==> src/rtl/dtd_pkg.sv <==
// Shared types and constants of the data transfer instruction decoder
package dtd_pkg;

  // ****************************************************************
  // Operand sizes, decode kinds, sequencer states
  // ****************************************************************
  typedef enum logic [1:0] {
    SZ_BYTE = 2'h0,
    SZ_WORD = 2'h1,
    SZ_LONG = 2'h2
  } dtd_size_e;

  typedef enum logic [2:0] {
    K_NONE  = 3'h0,
    K_REG   = 3'h1,
    K_LOAD  = 3'h2,
    K_STORE = 3'h3,
    K_ILL   = 3'h4
  } dtd_kind_e;

  typedef enum logic [1:0] {
    ST_DECODE = 2'h0,
    ST_HAZARD = 2'h1,
    ST_ISSUE  = 2'h2,
    ST_ACCESS = 2'h3
  } dtd_state_e;

  // One decoded operation, ready to execute or to put on the data bus
  typedef struct packed {
    dtd_kind_e kind;
    dtd_size_e size;
    logic [3:0] dst;
    logic [31:0] data;
    logic [31:0] addr;
    logic upd_en;
    logic [3:0] upd_idx;
    logic [31:0] upd_val;
  } dtd_op_s;

  // ****************************************************************
  // Instruction word fields
  // ****************************************************************
  localparam int OP_MSB = 15;
  localparam int OP_LSB = 12;
  localparam int RN_MSB = 11;
  localparam int RN_LSB = 8;
  localparam int RM_MSB = 7;
  localparam int RM_LSB = 4;
  localparam int LO_MSB = 3;
  localparam int LO_LSB = 0;
  localparam int D8_MSB = 7;

  // Top nibble codes
  localparam logic [3:0] OPC_IMM = 4'hE;
  localparam logic [3:0] OPC_LDW_PC = 4'h9;
  localparam logic [3:0] OPC_LDL_PC = 4'hD;
  localparam logic [3:0] OPC_GRP6 = 4'h6;
  localparam logic [3:0] OPC_GRP2 = 4'h2;
  localparam logic [3:0] OPC_GRP0 = 4'h0;
  localparam logic [3:0] OPC_GRP8 = 4'h8;
  localparam logic [3:0] OPC_STL_DSP = 4'h1;
  localparam logic [3:0] OPC_LDL_DSP = 4'h5;

  // Low nibble codes of the register groups
  localparam logic [3:0] SUB_LDB = 4'h0;
  localparam logic [3:0] SUB_LDW = 4'h1;
  localparam logic [3:0] SUB_LDL = 4'h2;
  localparam logic [3:0] SUB_MOVE = 4'h3;
  localparam logic [3:0] SUB_PIB = 4'h4;
  localparam logic [3:0] SUB_PIL = 4'h6;
  localparam logic [3:0] SUB_STL = 4'h2;
  localparam logic [3:0] SUB_PDB = 4'h4;
  localparam logic [3:0] SUB_PDL = 4'h6;
  localparam logic [3:0] SUB_IDX_STB = 4'h4;

  // Second nibble of the top-nibble-8 group
  localparam logic [3:0] G8_STB = 4'h0;
  localparam logic [3:0] G8_STW = 4'h1;
  localparam logic [3:0] G8_LDB = 4'h4;
  localparam logic [3:0] G8_LDW = 4'h5;

  localparam logic [3:0] IDX_ZERO = 4'h0;
  localparam logic [31:0] REG_RST = 32'h0000_0000;

  // Narrow loads and immediates are sign extended to 32 bits
  function automatic logic [31:0] dtd_sext(input logic [31:0] v, input dtd_size_e sz);
    case (sz)
      SZ_BYTE: dtd_sext = {{24{v[7]}}, v[7:0]};
      SZ_WORD: dtd_sext = {{16{v[15]}}, v[15:0]};
      default: dtd_sext = v;
    endcase
  endfunction

  // Byte count of an operand, also the displacement scale factor
  function automatic logic [31:0] dtd_bytes(input dtd_size_e sz);
    dtd_bytes = 32'h0000_0001 << sz;
  endfunction

endpackage

==> src/rtl/dtd_core.sv <==
// Data transfer instruction decoder and executor with its register file
`timescale 1ns/1ns
// Overview of operation
// - Bit 15 of each word is most significant
// - Register fields select registers by binary value
// - Displacement scaled by one, two or four
// - One cycle minimum; condition flag never changes
// - Fetch contention delays the data access
// - Load-use on next instruction adds a cycle
// - Sign-extended 8-bit literal into destination
// - Word load from counter plus twice displacement
// - Long load from counter plus four times
// - Indirect byte, word and long loads, byte and word sign-extended
// - Byte store after decrementing destination by one
// - Word/long store after decrementing by two/four
// - Post-increment loads advance source by size unless it is the destination
// - Byte of register zero at base plus displacement
// - Word of register zero at base plus twice
// - Long source store at base plus four times
// - Word/byte displacement loads into register zero
// - Long displacement load into destination
// - Byte store at register zero plus destination
// - No privilege checks on any transfer
module dtd_core
  import dtd_pkg::*;
#(
  parameter int NUM_REGS = 16
)
(
  // Clock and reset
  input wire logic clk_i,
  input wire logic srst_i,
  // Instruction from the fetch path
  input wire logic insn_valid_i,
  input wire logic [15:0] insn_i,
  input wire logic [31:0] insn_pc_i,
  output logic insn_ready_o,
  output logic illegal_o,
  // Fetch owns the shared memory path this cycle
  input wire logic fetch_active_i,
  // Data memory bus
  output logic mem_req_o,
  output logic mem_we_o,
  output logic [1:0] mem_size_o,
  output logic [31:0] mem_addr_o,
  output logic [31:0] mem_wdata_o,
  input wire logic mem_ack_i,
  input wire logic [31:0] mem_rdata_i,
  // Register view for the rest of the core
  input wire logic [3:0] view_sel_i,
  output logic [31:0] view_data_o
);

  // ****************************************************************
  // State
  // ****************************************************************
  logic [31:0] regs [NUM_REGS];
  dtd_state_e state_r;
  logic ready_r;
  logic illegal_r;
  logic [15:0] insn_r;
  logic [31:0] pc_r;
  dtd_op_s pend_r;
  logic req_r;
  logic we_r;
  logic ld_pend_r;
  logic [3:0] ld_dst_r;
  logic [31:0] view_r;

  logic take;
  logic hazard;
  logic fire;
  logic [15:0] ci;
  logic [31:0] cpc;
  dtd_op_s op;
  logic wa_en;
  logic [3:0] wa_idx;
  logic [31:0] wa_val;
  logic wb_en;
  logic [3:0] wb_idx;
  logic [31:0] wb_val;

  assign take = insn_valid_i && ready_r && (state_r == ST_DECODE);
  // Held instruction replaces the port once it has been taken
  assign ci = (state_r == ST_DECODE) ? insn_i : insn_r;
  assign cpc = (state_r == ST_DECODE) ? insn_pc_i : pc_r;

  // ****************************************************************
  // Load-use check
  // ****************************************************************
  // Compares both register fields and register zero; a literal field that
  // merely looks like the register costs one extra cycle, never a wrong value
  always_comb
  begin
    hazard = 1'b0;
    if (ld_pend_r)
    begin
      hazard = (insn_i[RN_MSB:RN_LSB] == ld_dst_r) || (insn_i[RM_MSB:RM_LSB] == ld_dst_r)
        || (ld_dst_r == IDX_ZERO);
    end
  end

  assign fire = (take && !hazard) || (state_r == ST_HAZARD);

  // ****************************************************************
  // Decode
  // ****************************************************************
  // Bit 15 is the most significant bit of the word
  always_comb
  begin
    logic [3:0] fn;
    logic [3:0] fm;
    logic [3:0] lo;
    logic [31:0] d4;
    logic [31:0] d8;
    fn = ci[RN_MSB:RN_LSB];
    fm = ci[RM_MSB:RM_LSB];
    lo = ci[LO_MSB:LO_LSB];
    d4 = {28'h0000000, lo};
    d8 = {24'h000000, ci[D8_MSB:LO_LSB]};
    op = '0;
    op.kind = K_ILL;
    op.size = SZ_LONG;
    op.dst = fn;
    // No privilege input exists; every form runs in user mode
    case (ci[OP_MSB:OP_LSB])
      OPC_IMM:
      begin
        op.kind = K_REG;
        op.data = dtd_sext(d8, SZ_BYTE);
      end
      OPC_LDW_PC:
      begin
        op.kind = K_LOAD;
        op.size = SZ_WORD;
        op.addr = cpc + (d8 << SZ_WORD);
      end
      OPC_LDL_PC:
      begin
        op.kind = K_LOAD;
        op.addr = cpc + (d8 << SZ_LONG);
      end
      OPC_GRP6:
      begin
        op.addr = regs[fm];
        op.size = dtd_size_e'(lo[1:0]);
        if (lo == SUB_MOVE)
        begin
          op.kind = K_REG;
          op.data = regs[fm];
        end
        else if (lo <= SUB_LDL)
        begin
          op.kind = K_LOAD;
        end
        else if (lo >= SUB_PIB && lo <= SUB_PIL)
        begin
          op.kind = K_LOAD;
          op.size = dtd_size_e'(lo[1:0] - 2'h0);
          op.upd_en = 1'b1;
          op.upd_idx = fm;
          op.upd_val = regs[fm] + dtd_bytes(dtd_size_e'(lo[1:0]));
        end
      end
      OPC_GRP2:
      begin
        op.data = regs[fm];
        op.size = dtd_size_e'(lo[1:0]);
        if (lo <= SUB_STL)
        begin
          op.kind = K_STORE;
          op.addr = regs[fn];
        end
        else if (lo >= SUB_PDB && lo <= SUB_PDL)
        begin
          op.kind = K_STORE;
          op.addr = regs[fn] - dtd_bytes(dtd_size_e'(lo[1:0]));
          op.upd_en = 1'b1;
          op.upd_idx = fn;
          op.upd_val = op.addr;
        end
      end
      OPC_GRP8:
      begin
        op.size = dtd_size_e'(fn[0]);
        op.addr = regs[fm] + (d4 << fn[0]);
        op.data = regs[IDX_ZERO];
        op.dst = IDX_ZERO;
        if (fn == G8_STB || fn == G8_STW)
        begin
          op.kind = K_STORE;
        end
        else if (fn == G8_LDB || fn == G8_LDW)
        begin
          op.kind = K_LOAD;
        end
      end
      OPC_STL_DSP:
      begin
        op.kind = K_STORE;
        op.addr = regs[fn] + (d4 << SZ_LONG);
        op.data = regs[fm];
      end
      OPC_LDL_DSP:
      begin
        op.kind = K_LOAD;
        op.addr = regs[fm] + (d4 << SZ_LONG);
      end
      OPC_GRP0:
      begin
        if (lo == SUB_IDX_STB)
        begin
          op.kind = K_STORE;
          op.size = SZ_BYTE;
          op.addr = regs[IDX_ZERO] + regs[fn];
          op.data = regs[fm];
        end
      end
      default:
      begin
        op.kind = K_ILL;
      end
    endcase
  end

  // ****************************************************************
  // Sequencer
  // ****************************************************************
  always_ff @(posedge clk_i)
  begin
    if (srst_i)
    begin
      state_r <= ST_DECODE;
      ready_r <= 1'b0;
      insn_r <= 16'h0000;
      pc_r <= REG_RST;
    end
    else
    begin
      case (state_r)
        ST_DECODE:
        begin
          ready_r <= 1'b1;
          if (take)
          begin
            insn_r <= insn_i;
            pc_r <= insn_pc_i;
            if (hazard)
            begin
              state_r <= ST_HAZARD;
              ready_r <= 1'b0;
            end
            else if (op.kind == K_LOAD || op.kind == K_STORE)
            begin
              state_r <= fetch_active_i ? ST_ISSUE : ST_ACCESS;
              ready_r <= 1'b0;
            end
          end
        end
        ST_HAZARD:
        begin
          if (op.kind == K_LOAD || op.kind == K_STORE)
          begin
            state_r <= fetch_active_i ? ST_ISSUE : ST_ACCESS;
          end
          else
          begin
            state_r <= ST_DECODE;
            ready_r <= 1'b1;
          end
        end
        ST_ISSUE:
        begin
          if (!fetch_active_i)
          begin
            state_r <= ST_ACCESS;
          end
        end
        ST_ACCESS:
        begin
          if (mem_ack_i)
          begin
            state_r <= ST_DECODE;
            ready_r <= 1'b1;
          end
        end
        default:
        begin
          state_r <= ST_DECODE;
        end
      endcase
    end
  end

  // ****************************************************************
  // Data bus request
  // ****************************************************************
  // The operation is frozen at decode so later register writes cannot move it
  always_ff @(posedge clk_i)
  begin
    if (srst_i)
    begin
      pend_r <= '0;
      req_r <= 1'b0;
      we_r <= 1'b0;
    end
    else
    begin
      if (fire && (op.kind == K_LOAD || op.kind == K_STORE))
      begin
        pend_r <= op;
        req_r <= !fetch_active_i;
        we_r <= (op.kind == K_STORE);
      end
      else if (state_r == ST_ISSUE && !fetch_active_i)
      begin
        req_r <= 1'b1;
      end
      else if (req_r && mem_ack_i)
      begin
        req_r <= 1'b0;
      end
    end
  end

  always_ff @(posedge clk_i)
  begin
    if (srst_i)
    begin
      illegal_r <= 1'b0;
      ld_pend_r <= 1'b0;
      ld_dst_r <= IDX_ZERO;
    end
    else
    begin
      illegal_r <= fire && (op.kind == K_ILL);
      if (req_r && mem_ack_i && pend_r.kind == K_LOAD)
      begin
        ld_pend_r <= 1'b1;
        ld_dst_r <= pend_r.dst;
      end
      else if (take)
      begin
        ld_pend_r <= 1'b0;
      end
    end
  end

  // ****************************************************************
  // Register file
  // ****************************************************************
  // Port A carries results and wins over pointer updates on port B
  always_comb
  begin
    wa_en = 1'b0;
    wa_idx = op.dst;
    wa_val = op.data;
    if (req_r && mem_ack_i && pend_r.kind == K_LOAD)
    begin
      wa_en = 1'b1;
      wa_idx = pend_r.dst;
      wa_val = dtd_sext(mem_rdata_i, pend_r.size);
    end
    else if (fire && op.kind == K_REG)
    begin
      wa_en = 1'b1;
    end
    wb_en = req_r && mem_ack_i && pend_r.upd_en;
    wb_idx = pend_r.upd_idx;
    wb_val = pend_r.upd_val;
  end

  // No condition flag lives here, so none of these forms can change it
  for (genvar gi = 0; gi < NUM_REGS; gi++)
  begin : g_reg
    always_ff @(posedge clk_i)
    begin
      if (srst_i)
      begin
        regs[gi] <= REG_RST;
      end
      else if (wa_en && wa_idx == 4'(gi))
      begin
        regs[gi] <= wa_val;
      end
      else if (wb_en && wb_idx == 4'(gi))
      begin
        regs[gi] <= wb_val;
      end
    end
  end

  always_ff @(posedge clk_i)
  begin
    if (srst_i)
    begin
      view_r <= REG_RST;
    end
    else
    begin
      view_r <= regs[view_sel_i];
    end
  end

  assign insn_ready_o = ready_r;
  assign illegal_o = illegal_r;
  assign mem_req_o = req_r;
  assign mem_we_o = we_r;
  assign mem_size_o = pend_r.size;
  assign mem_addr_o = pend_r.addr;
  assign mem_wdata_o = pend_r.data;
  assign view_data_o = view_r;

  // ****************************************************************
  // Checks
  // ****************************************************************
  chk_no_contend: assert property (@(posedge clk_i) disable iff (srst_i)
    $rose(mem_req_o) |-> !$past(fetch_active_i))
    else $error("data request raised while fetch held the path");

  chk_req_holds: assert property (@(posedge clk_i) disable iff (srst_i)
    (mem_req_o && !mem_ack_i) |=> mem_req_o && $stable(mem_addr_o))
    else $error("data request dropped or moved before acknowledge");

  chk_imm_sext: assert property (@(posedge clk_i) disable iff (srst_i)
    (fire && ci[OP_MSB:OP_LSB] == OPC_IMM) |=>
    regs[$past(ci[RN_MSB:RN_LSB])] == {{24{$past(ci[D8_MSB])}}, $past(ci[D8_MSB:LO_LSB])})
    else $error("immediate not sign extended into destination");

  chk_move_copy: assert property (@(posedge clk_i) disable iff (srst_i)
    (fire && ci[OP_MSB:OP_LSB] == OPC_GRP6 && ci[LO_MSB:LO_LSB] == SUB_MOVE) |=>
    regs[$past(ci[RN_MSB:RN_LSB])] == $past(regs[ci[RM_MSB:RM_LSB]]))
    else $error("register move lost its value");

  chk_reg_one: assert property (@(posedge clk_i) disable iff (srst_i)
    (take && !hazard && op.kind == K_REG) |=> insn_ready_o && state_r == ST_DECODE)
    else $error("register form took more than one cycle");

  chk_haz_stall: assert property (@(posedge clk_i) disable iff (srst_i)
    (take && hazard) |=> !insn_ready_o ##1 state_r != ST_HAZARD)
    else $error("load-use stall missing or too long");

  chk_word_sext: assert property (@(posedge clk_i) disable iff (srst_i)
    (mem_ack_i && mem_req_o && !mem_we_o && mem_size_o == SZ_WORD) |=>
    regs[$past(pend_r.dst)] == {{16{$past(mem_rdata_i[15])}}, $past(mem_rdata_i[15:0])})
    else $error("word load not sign extended");

  chk_post_inc: assert property (@(posedge clk_i) disable iff (srst_i)
    (mem_ack_i && mem_req_o && !mem_we_o && pend_r.upd_en && pend_r.upd_idx != pend_r.dst)
    |=> regs[$past(pend_r.upd_idx)] == $past(mem_addr_o) + dtd_bytes($past(pend_r.size)))
    else $error("post-increment step wrong");

  chk_pre_dec: assert property (@(posedge clk_i) disable iff (srst_i)
    (mem_ack_i && mem_req_o && mem_we_o && pend_r.upd_en) |=>
    regs[$past(pend_r.upd_idx)] == $past(mem_addr_o))
    else $error("pre-decrement pointer differs from store address");

endmodule

==> config.mk <==
export PLATFORM = sky130hd
export DESIGN_NAME = dtd_core
export DESIGN_NICKNAME = d
export VERILOG_FILES = /design/src/rtl/dtd_pkg.sv /design/src/rtl/dtd_core.sv
export SDC_FILE = /design/constraint.sdc
export NUM_CORES = 2
export LEC_CHECK = 0
export BUFFER_PORTS_ARGS = -buffer_cell sky130_fd_sc_hd__buf_2
export CAP_MARGIN = 20
export CELL_PAD_IN_SITES_DETAIL_PLACEMENT = 1
export CELL_PAD_IN_SITES_GLOBAL_PLACEMENT = 1
export CORE_ASPECT_RATIO = 1.75
export CORE_MARGIN = 5
export CORE_UTILIZATION = 44
export DETAILED_ROUTE_END_ITERATION = 10
export HOLD_SLACK_MARGIN = 0.05
export PLACE_DENSITY_LB_ADDON = 0.05
export SLEW_MARGIN = 20
export SYNTH_ARGS = -nofsm -noshare
export SYNTH_HDL_FRONTEND = slang
export SYNTH_SLANG_ARGS = --single-unit
==> constraint.sdc <==
create_clock -name clk_i -period 11.65 [get_ports clk_i]
set_input_delay 2.33 -clock clk_i [delete_from_list [all_inputs] [get_ports clk_i]]
set_output_delay 2.33 -clock clk_i [all_outputs]
set_load 0.05 [all_outputs]
# Yosys cells after proc, flatten, opt, wreduce, memory -nomap -nowiden
# Memory sizes are Yosys's and may differ from the RTL's. A register that Yosys moved wholly into a read port is not among the register bits.
# Cells that the tools add are included.
# totals
ff_bits,169
mem_bits_rw,512
in_bits,89
out_inout_bits,102
word_cells,385
n_memories,1
# op_classes
n_addsub,8
magnitude_cmp,3
eq_ne,59
n_shift,2
mux,197
bitwise,32
reduce_logical,66
# mem_list
memory,words,word_bits,rd,rd_ports_with_merged_regs,write_ports,line,source
regs,16,32,4,1,16,dtd_core.sv:57,logic [31:0] regs [NUM_REGS];
# ops
operator,n
32-bit two-way mux,36
32-bit one-hot mux with 8 select lines,1
32-bit one-hot mux with 5 select lines,1
37-bit two-way mux,4
1-bit two-way mux,128
32-bit adder,3
"4-bit equality test, second input constant",20
37-bit one-hot mux with 2 select lines,1
69-bit two-way mux,1
32-bit by 6-bit adder with 32-bit output,2
64-bit two-way mux,1
32-bit one-hot mux with 2 select lines,1
"4-bit by 3-bit equality test with 1-bit output, second input constant",13
1-bit logical AND,43
32-bit by 10-bit adder with 32-bit output,1
32-bit by 9-bit adder with 32-bit output,1
1-bit OR,32
"1-bit by 2-bit left shift with 32-bit output, first input constant",1
4-bit by 1-bit left shift with 32-bit output,1
32-bit subtractor,1
"4-bit by 2-bit equality test with 1-bit output, second input constant",6
3-bit one-hot mux with 7 select lines,1
4-bit zero test,5
3-bit two-way mux,6
29 further kinds,57

# Logic depth before layout (Yosys ltp)
# logic_depth
word_depth,18
depth_mapped,28
mapped_depth_nobuf,20

# Worst setup path after synthesis
# Ideal clock, no wire load.
# synth_timing
path_type,input to register
start,in insn_i[8]
end,"reg pend_r, in the netlist mem_addr_o[30]"
setup_time_ns,0.137
arrival_time_ns,7.645
path_slack_ns,3.869
path_stages,26
cell_sequence,buf_2 > or3b_1 > clkbuf_2 > nand2_4 > buf_6 > buf_6 > buf_6 > buf_6 > buf_2 > buf_2 > mux4_2 > nand2_1 > a31oi_1 > ha_1 > fa_1 > a21o_1 > a21oi_1 > o31a_1 > o211ai_1 > and2_1 > a31o_2 > a31oi_1 > nor4b_1 > a31o_2 > a221oi_1 > a311oi_1
# synth_between
elab_chain_cells,9
word_cells_on_any_way,31
# synth_lines
element,line,source
from (decl),dtd_core.sv:35,"input wire logic [15:0] insn_i,"
"parallel branches: the longest is 9 deep, another holds memory read 16 x 32 bit",-,
to (signal assigned),dtd_core.sv:311,pend_r <= op;
to (decl),dtd_core.sv:63,dtd_op_s pend_r;
# Several ways; the timed one is not identified.
# A chain may end at the register's enable or synchronous reset.

# Final worst setup path
# layout_timing
start,in insn_i[9]
end,"reg pend_r, in the netlist wb_val[25]"
# layout_between
elab_chain_cells,9
word_cells_on_any_way,26
# layout_lines
element
"parallel branches: the longest is 9 deep, another holds memory read 16 x 32 bit"
# Several ways; the timed one is not identified.

==> run_results.csv <==
group,metric,value,unit
outcome,status,"complete, no violations",
clocking,insertion_delay,750,ps
detailed_routing,total_via_count_in_the_routed_design,50800,
sta,fin_setup_tns,0,ps
die,die_x,272,um
synth,synthesis.nets,5328,
sta,finalMaxSlewViolations,0,
power_and_ir_drop,total_power,8650,uW
detailed_routing,route.detailed.vias_per_inst,7.64,
sta,timing.final.setup_violations,0,
job,maxCapViolations,0,
clocking,htreeDepth,3,
synth,yosys_register_bits,713,
global_route,track_usage,0.425,
power_and_ir_drop,relative_contribution_of_sequential_cells_to_total_power,0.347,
finish,finalNetCount,5206,
power_and_ir_drop,p_int,5290,uW
worst_setup_path,crit_path_cell_trace,"buf_2 -> buf_4 -> or3b_4 -> nand2_4 -> mux4_2 -> nand2_1 -> and3_1 -> a31oi_1 -> ha_1 -> nor2b_1 -> o21ai_0 -> nand2b_1 -> a21oi_1 -> nand3_1 -> nand4b_1 -> o21a_1 -> o21ai_0 -> a21oi_1 -> a31o_2",
synth,number_of_enable_type_register_cells_in_the_synthesized_netlist,512,
sta,timing.hold.ws,458,ps
worst_setup_path,start_kind,"input port",
power_and_ir_drop,sw_frac,0.388,
synth,synth_cell_type_count,111,
clocking,clock-sinks,713,
clocking,clk_transition_reported_paths,60,ps
sta,timing.fmax,122,MHz
die,io_pins,191,
placement,dp_wirelength,190,mm
worst_hold_path,worstHoldPathType,"flop to flop",
global_route,grt_pass1_vias,51300,
power_and_ir_drop,power.combinational.fraction,0.337,
clocking,holdBufCountCts,0,
worst_setup_path,worstPathArrival,8830,ps
die,dieArea,127000,um^2
placement,portBuffers,190,
worst_setup_path,crit_fanout,38,
global_route,globalRouteOverflowTotal,0,
power_and_ir_drop,cellLeakagePower,0.0211,uW
synth,synthesized_area_divided_by_synthesized_cell_count,10.2,um^2
sta,fin_crit_share,0.703,
power_and_ir_drop,cellPowerDensity,150,nW/um^2
global_route,grt_start_max_net_pins,70,
global_route,wire_length_of_the_first_global_routing_pass,387,mm
detailed_routing,wirelength,281,mm
finish,drive_gt1_frac,0.182,
placement,finalWeightedCongestion,0.975,
power_and_ir_drop,worst_vdd_drop,0.144,mV
detailed_routing,detail-route-antenna-nets,0,
sta,grt_setup_unrepaired,"no",
sta,clock_skew,45.0,ps
die,fp.coreArea,119000,um^2
sta,slew-limit-headroom,0.131,
clocking,clk_path_buf_depth,3,
worst_setup_path,setup.worst_path.class,"input port to flop",
sta,tightest_slew,1300,ps
die,row_count,168,
finish,multiInputGateArea,30700,um^2
synth,synthesized_cell_area,52700,um^2
sta,timing.final.ws_setup,3460,ps
finish,final_common_cell,"sky130_fd_sc_hd__edfxtp_1",
die,floorplan.initialDensity,0.442,
worst_setup_path,required,12290,ps
synth,postSynthCellCount,5166,
worst_setup_path,setup.reg_to_reg.worst_slack,4000,ps
finish,layout_area_overhead,9.21,%
global_route,number_of_antenna_violations_at_the_first_check_in_global_routing,15,
synth,ys.flop_type,"sky130_fd_sc_hd__edfxtp_1",
detailed_routing,wl_per_cell,42.3,um
synth,ys_async_sr_fraction,0,
clocking,tritoncts.num_buffers,77,
power_and_ir_drop,clockPowerShare,0.316,
synth,ys_seq_area_frac,0.368,
worst_setup_path,critPathCaptureType,"flop",
finish,fillCellCount,13100,
clocking,cts_tree,"yes",
sta,final.min_clock_period,8190,ps
sta,hold_viol_final,0,
die,die_y,468,um
finish,final_cell_mix,"512 x sky130_fd_sc_hd__edfxtp_1, 511 x sky130_fd_sc_hd__a22o_1, 445 x sky130_fd_sc_hd__mux2i_1, 400 x sky130_fd_sc_hd__nand2_1, 305 x sky130_fd_sc_hd__nor2_1",
synth,synthesis.yosys.warnings,0,
finish,fin_util,0.482,
clocking,cts.root.buffer_cell,"sky130_fd_sc_hd__clkbuf_16",
detailed_routing,firstDrtPassIters,6,
worst_setup_path,cpMaxStageDelayCell,"sky130_fd_sc_hd__nand4b_1",
detailed_routing,drt_iter0_markers,6311,
clocking,post-cts-setup-buffers,0,
worst_setup_path,cp_slowest_stage_delay,830,ps
power_and_ir_drop,p_switching,3360,uW
placement,place_worst_setup_slack,2840,ps
finish,seq_area,19400,um^2
clocking,cts.repair.resized,0,
detailed_routing,drc,0,
-- routing by layer --
metal  up-vias  share of wire  track usage
met3      1259           0.10       0.0869
met2      3852           0.46        0.690
met4         6           0.10        0.351
met1     25700           0.34        0.481
met5         -        0.00015            0
li1      20000              -            -
-- layout make-up --
class,count,share of cell area
diodes,9,0.000391
clock buffers,108,0.0383
clock inverters,35,0.00808
inverters,60,0.00404
multi-input cells,3787,0.534
flip-flops and latches,713,0.337
well taps,1530,0.0332
repair buffers,405,0.0452
-- synth_stat cells, types with 22 or more instances --
| cell | count | area, um^2 |
|---|---|---|
| sky130_fd_sc_hd__a211oi_1 | 86 | 646 |
| sky130_fd_sc_hd__a21o_1 | 28 | 210 |
| sky130_fd_sc_hd__a21oi_1 | 267 | 1340 |
| sky130_fd_sc_hd__a221oi_1 | 70 | 613 |
| sky130_fd_sc_hd__a22o_1 | 511 | 4480 |
| sky130_fd_sc_hd__a22oi_1 | 23 | 173 |
| sky130_fd_sc_hd__a31oi_1 | 41 | 257 |
| sky130_fd_sc_hd__and2_1 | 45 | 282 |
| sky130_fd_sc_hd__and3_1 | 66 | 413 |
| sky130_fd_sc_hd__buf_1 | 63 | 236 |
| sky130_fd_sc_hd__buf_2 | 116 | 581 |
| sky130_fd_sc_hd__buf_4 | 80 | 601 |
| sky130_fd_sc_hd__buf_6 | 22 | 248 |
| sky130_fd_sc_hd__clkbuf_1 | 317 | 1190 |
| sky130_fd_sc_hd__dfxtp_1 | 201 | 4020 |
| sky130_fd_sc_hd__edfxtp_1 | 512 | 15400 |
| sky130_fd_sc_hd__ha_1 | 66 | 826 |
| sky130_fd_sc_hd__inv_1 | 56 | 210 |
| sky130_fd_sc_hd__mux2i_1 | 454 | 4540 |
| sky130_fd_sc_hd__mux4_2 | 228 | 5130 |
| sky130_fd_sc_hd__nand2_1 | 400 | 1500 |
| sky130_fd_sc_hd__nand2b_1 | 32 | 200 |
| sky130_fd_sc_hd__nand3_1 | 105 | 526 |
| sky130_fd_sc_hd__nand4_1 | 32 | 200 |
| sky130_fd_sc_hd__nor2_1 | 323 | 1210 |
| sky130_fd_sc_hd__nor3_1 | 105 | 526 |
| sky130_fd_sc_hd__nor4_1 | 26 | 163 |
| sky130_fd_sc_hd__o211ai_1 | 24 | 180 |
| sky130_fd_sc_hd__o21ai_0 | 157 | 786 |
| sky130_fd_sc_hd__o221ai_1 | 34 | 298 |
| sky130_fd_sc_hd__o22ai_1 | 94 | 588 |
| sky130_fd_sc_hd__o32ai_1 | 34 | 298 |
| sky130_fd_sc_hd__or3_1 | 25 | 156 |
| sky130_fd_sc_hd__or4_1 | 31 | 233 |
| sky130_fd_sc_hd__xnor2_1 | 98 | 858 |
| sky130_fd_sc_hd__xor2_1 | 64 | 561 |
-- cells by family (layout without fill, tap and decap cells) --
group / Yosys count / after routing / share of synthesized area
compound gates: 1557 / 1557 / 0.219
simple gates: 1292 / 1292 / 0.119
flops: 713 / 713 / 0.368
mux: 703 / 703 / 0.188
buf+inv: 666 / 608 / 0.0607
xor+xnor: 162 / 162 / 0.0269
fa+ha+maj: 73 / 73 / 0.0183
other cells: 0 / 9 / 0
-- critical path, delay by kind of cell --
family          cells  cell delay (ps)
compound gates      7             2300
simple gates        8             2810
fa+ha+maj           1              360
mux                 1              350
buf+inv             2              620
-- through the flow --
stage / instance area (um^2) / std cells
floorplan: 52700 / 5166
global placement: 54900 / 6493
detailed placement: 54900 / 6494
CTS: 57500 / 6637
global route: 57600 / 6640
finish: 57600 / 6647
-- power groups by stage --
stage	combinational [uW]	clock [uW]	sequential, uW
after floorplan	1800	0	2980
after global placement	2790	0	3040
after detailed placement	2810	0	3040
after CTS	2820	2740	2990
after global routing	3000	2840	3000
final	2920	2730	3000
-- state kept, by name (all words and copies together) (netlist names) --
register and cells:
view_data_o 32, mem_req_o 1, insn_ready_o 1, insn_r 16
ld_dst_r 4, wb_val 32, illegal_o 1, pc_r 32
mem_size_o 2, ld_pend_r 1, pend_r 8, mem_wdata_o 32
state_r 2, mem_addr_o 32, wb_idx 4, regs 512
mem_we_o 1
-- path summary, 6_finish.rpt --
check,startpoint,depth (start not counted),to
max,insn_i[9],19,wb_val[25]$_SDFFE_PP0P_
min,pc_r[7]$_SDFFE_PP0P_,2,pc_r[7]$_SDFFE_PP0P_
max reg2reg,state_r[1]$_SDFFE_PP0P_,15,mem_addr_o[28]$_SDFFE_PP0P_
min reg2reg,pc_r[7]$_SDFFE_PP0P_,2,pc_r[7]$_SDFFE_PP0P_
Note: power is estimated with default switching activity, not from simulation.
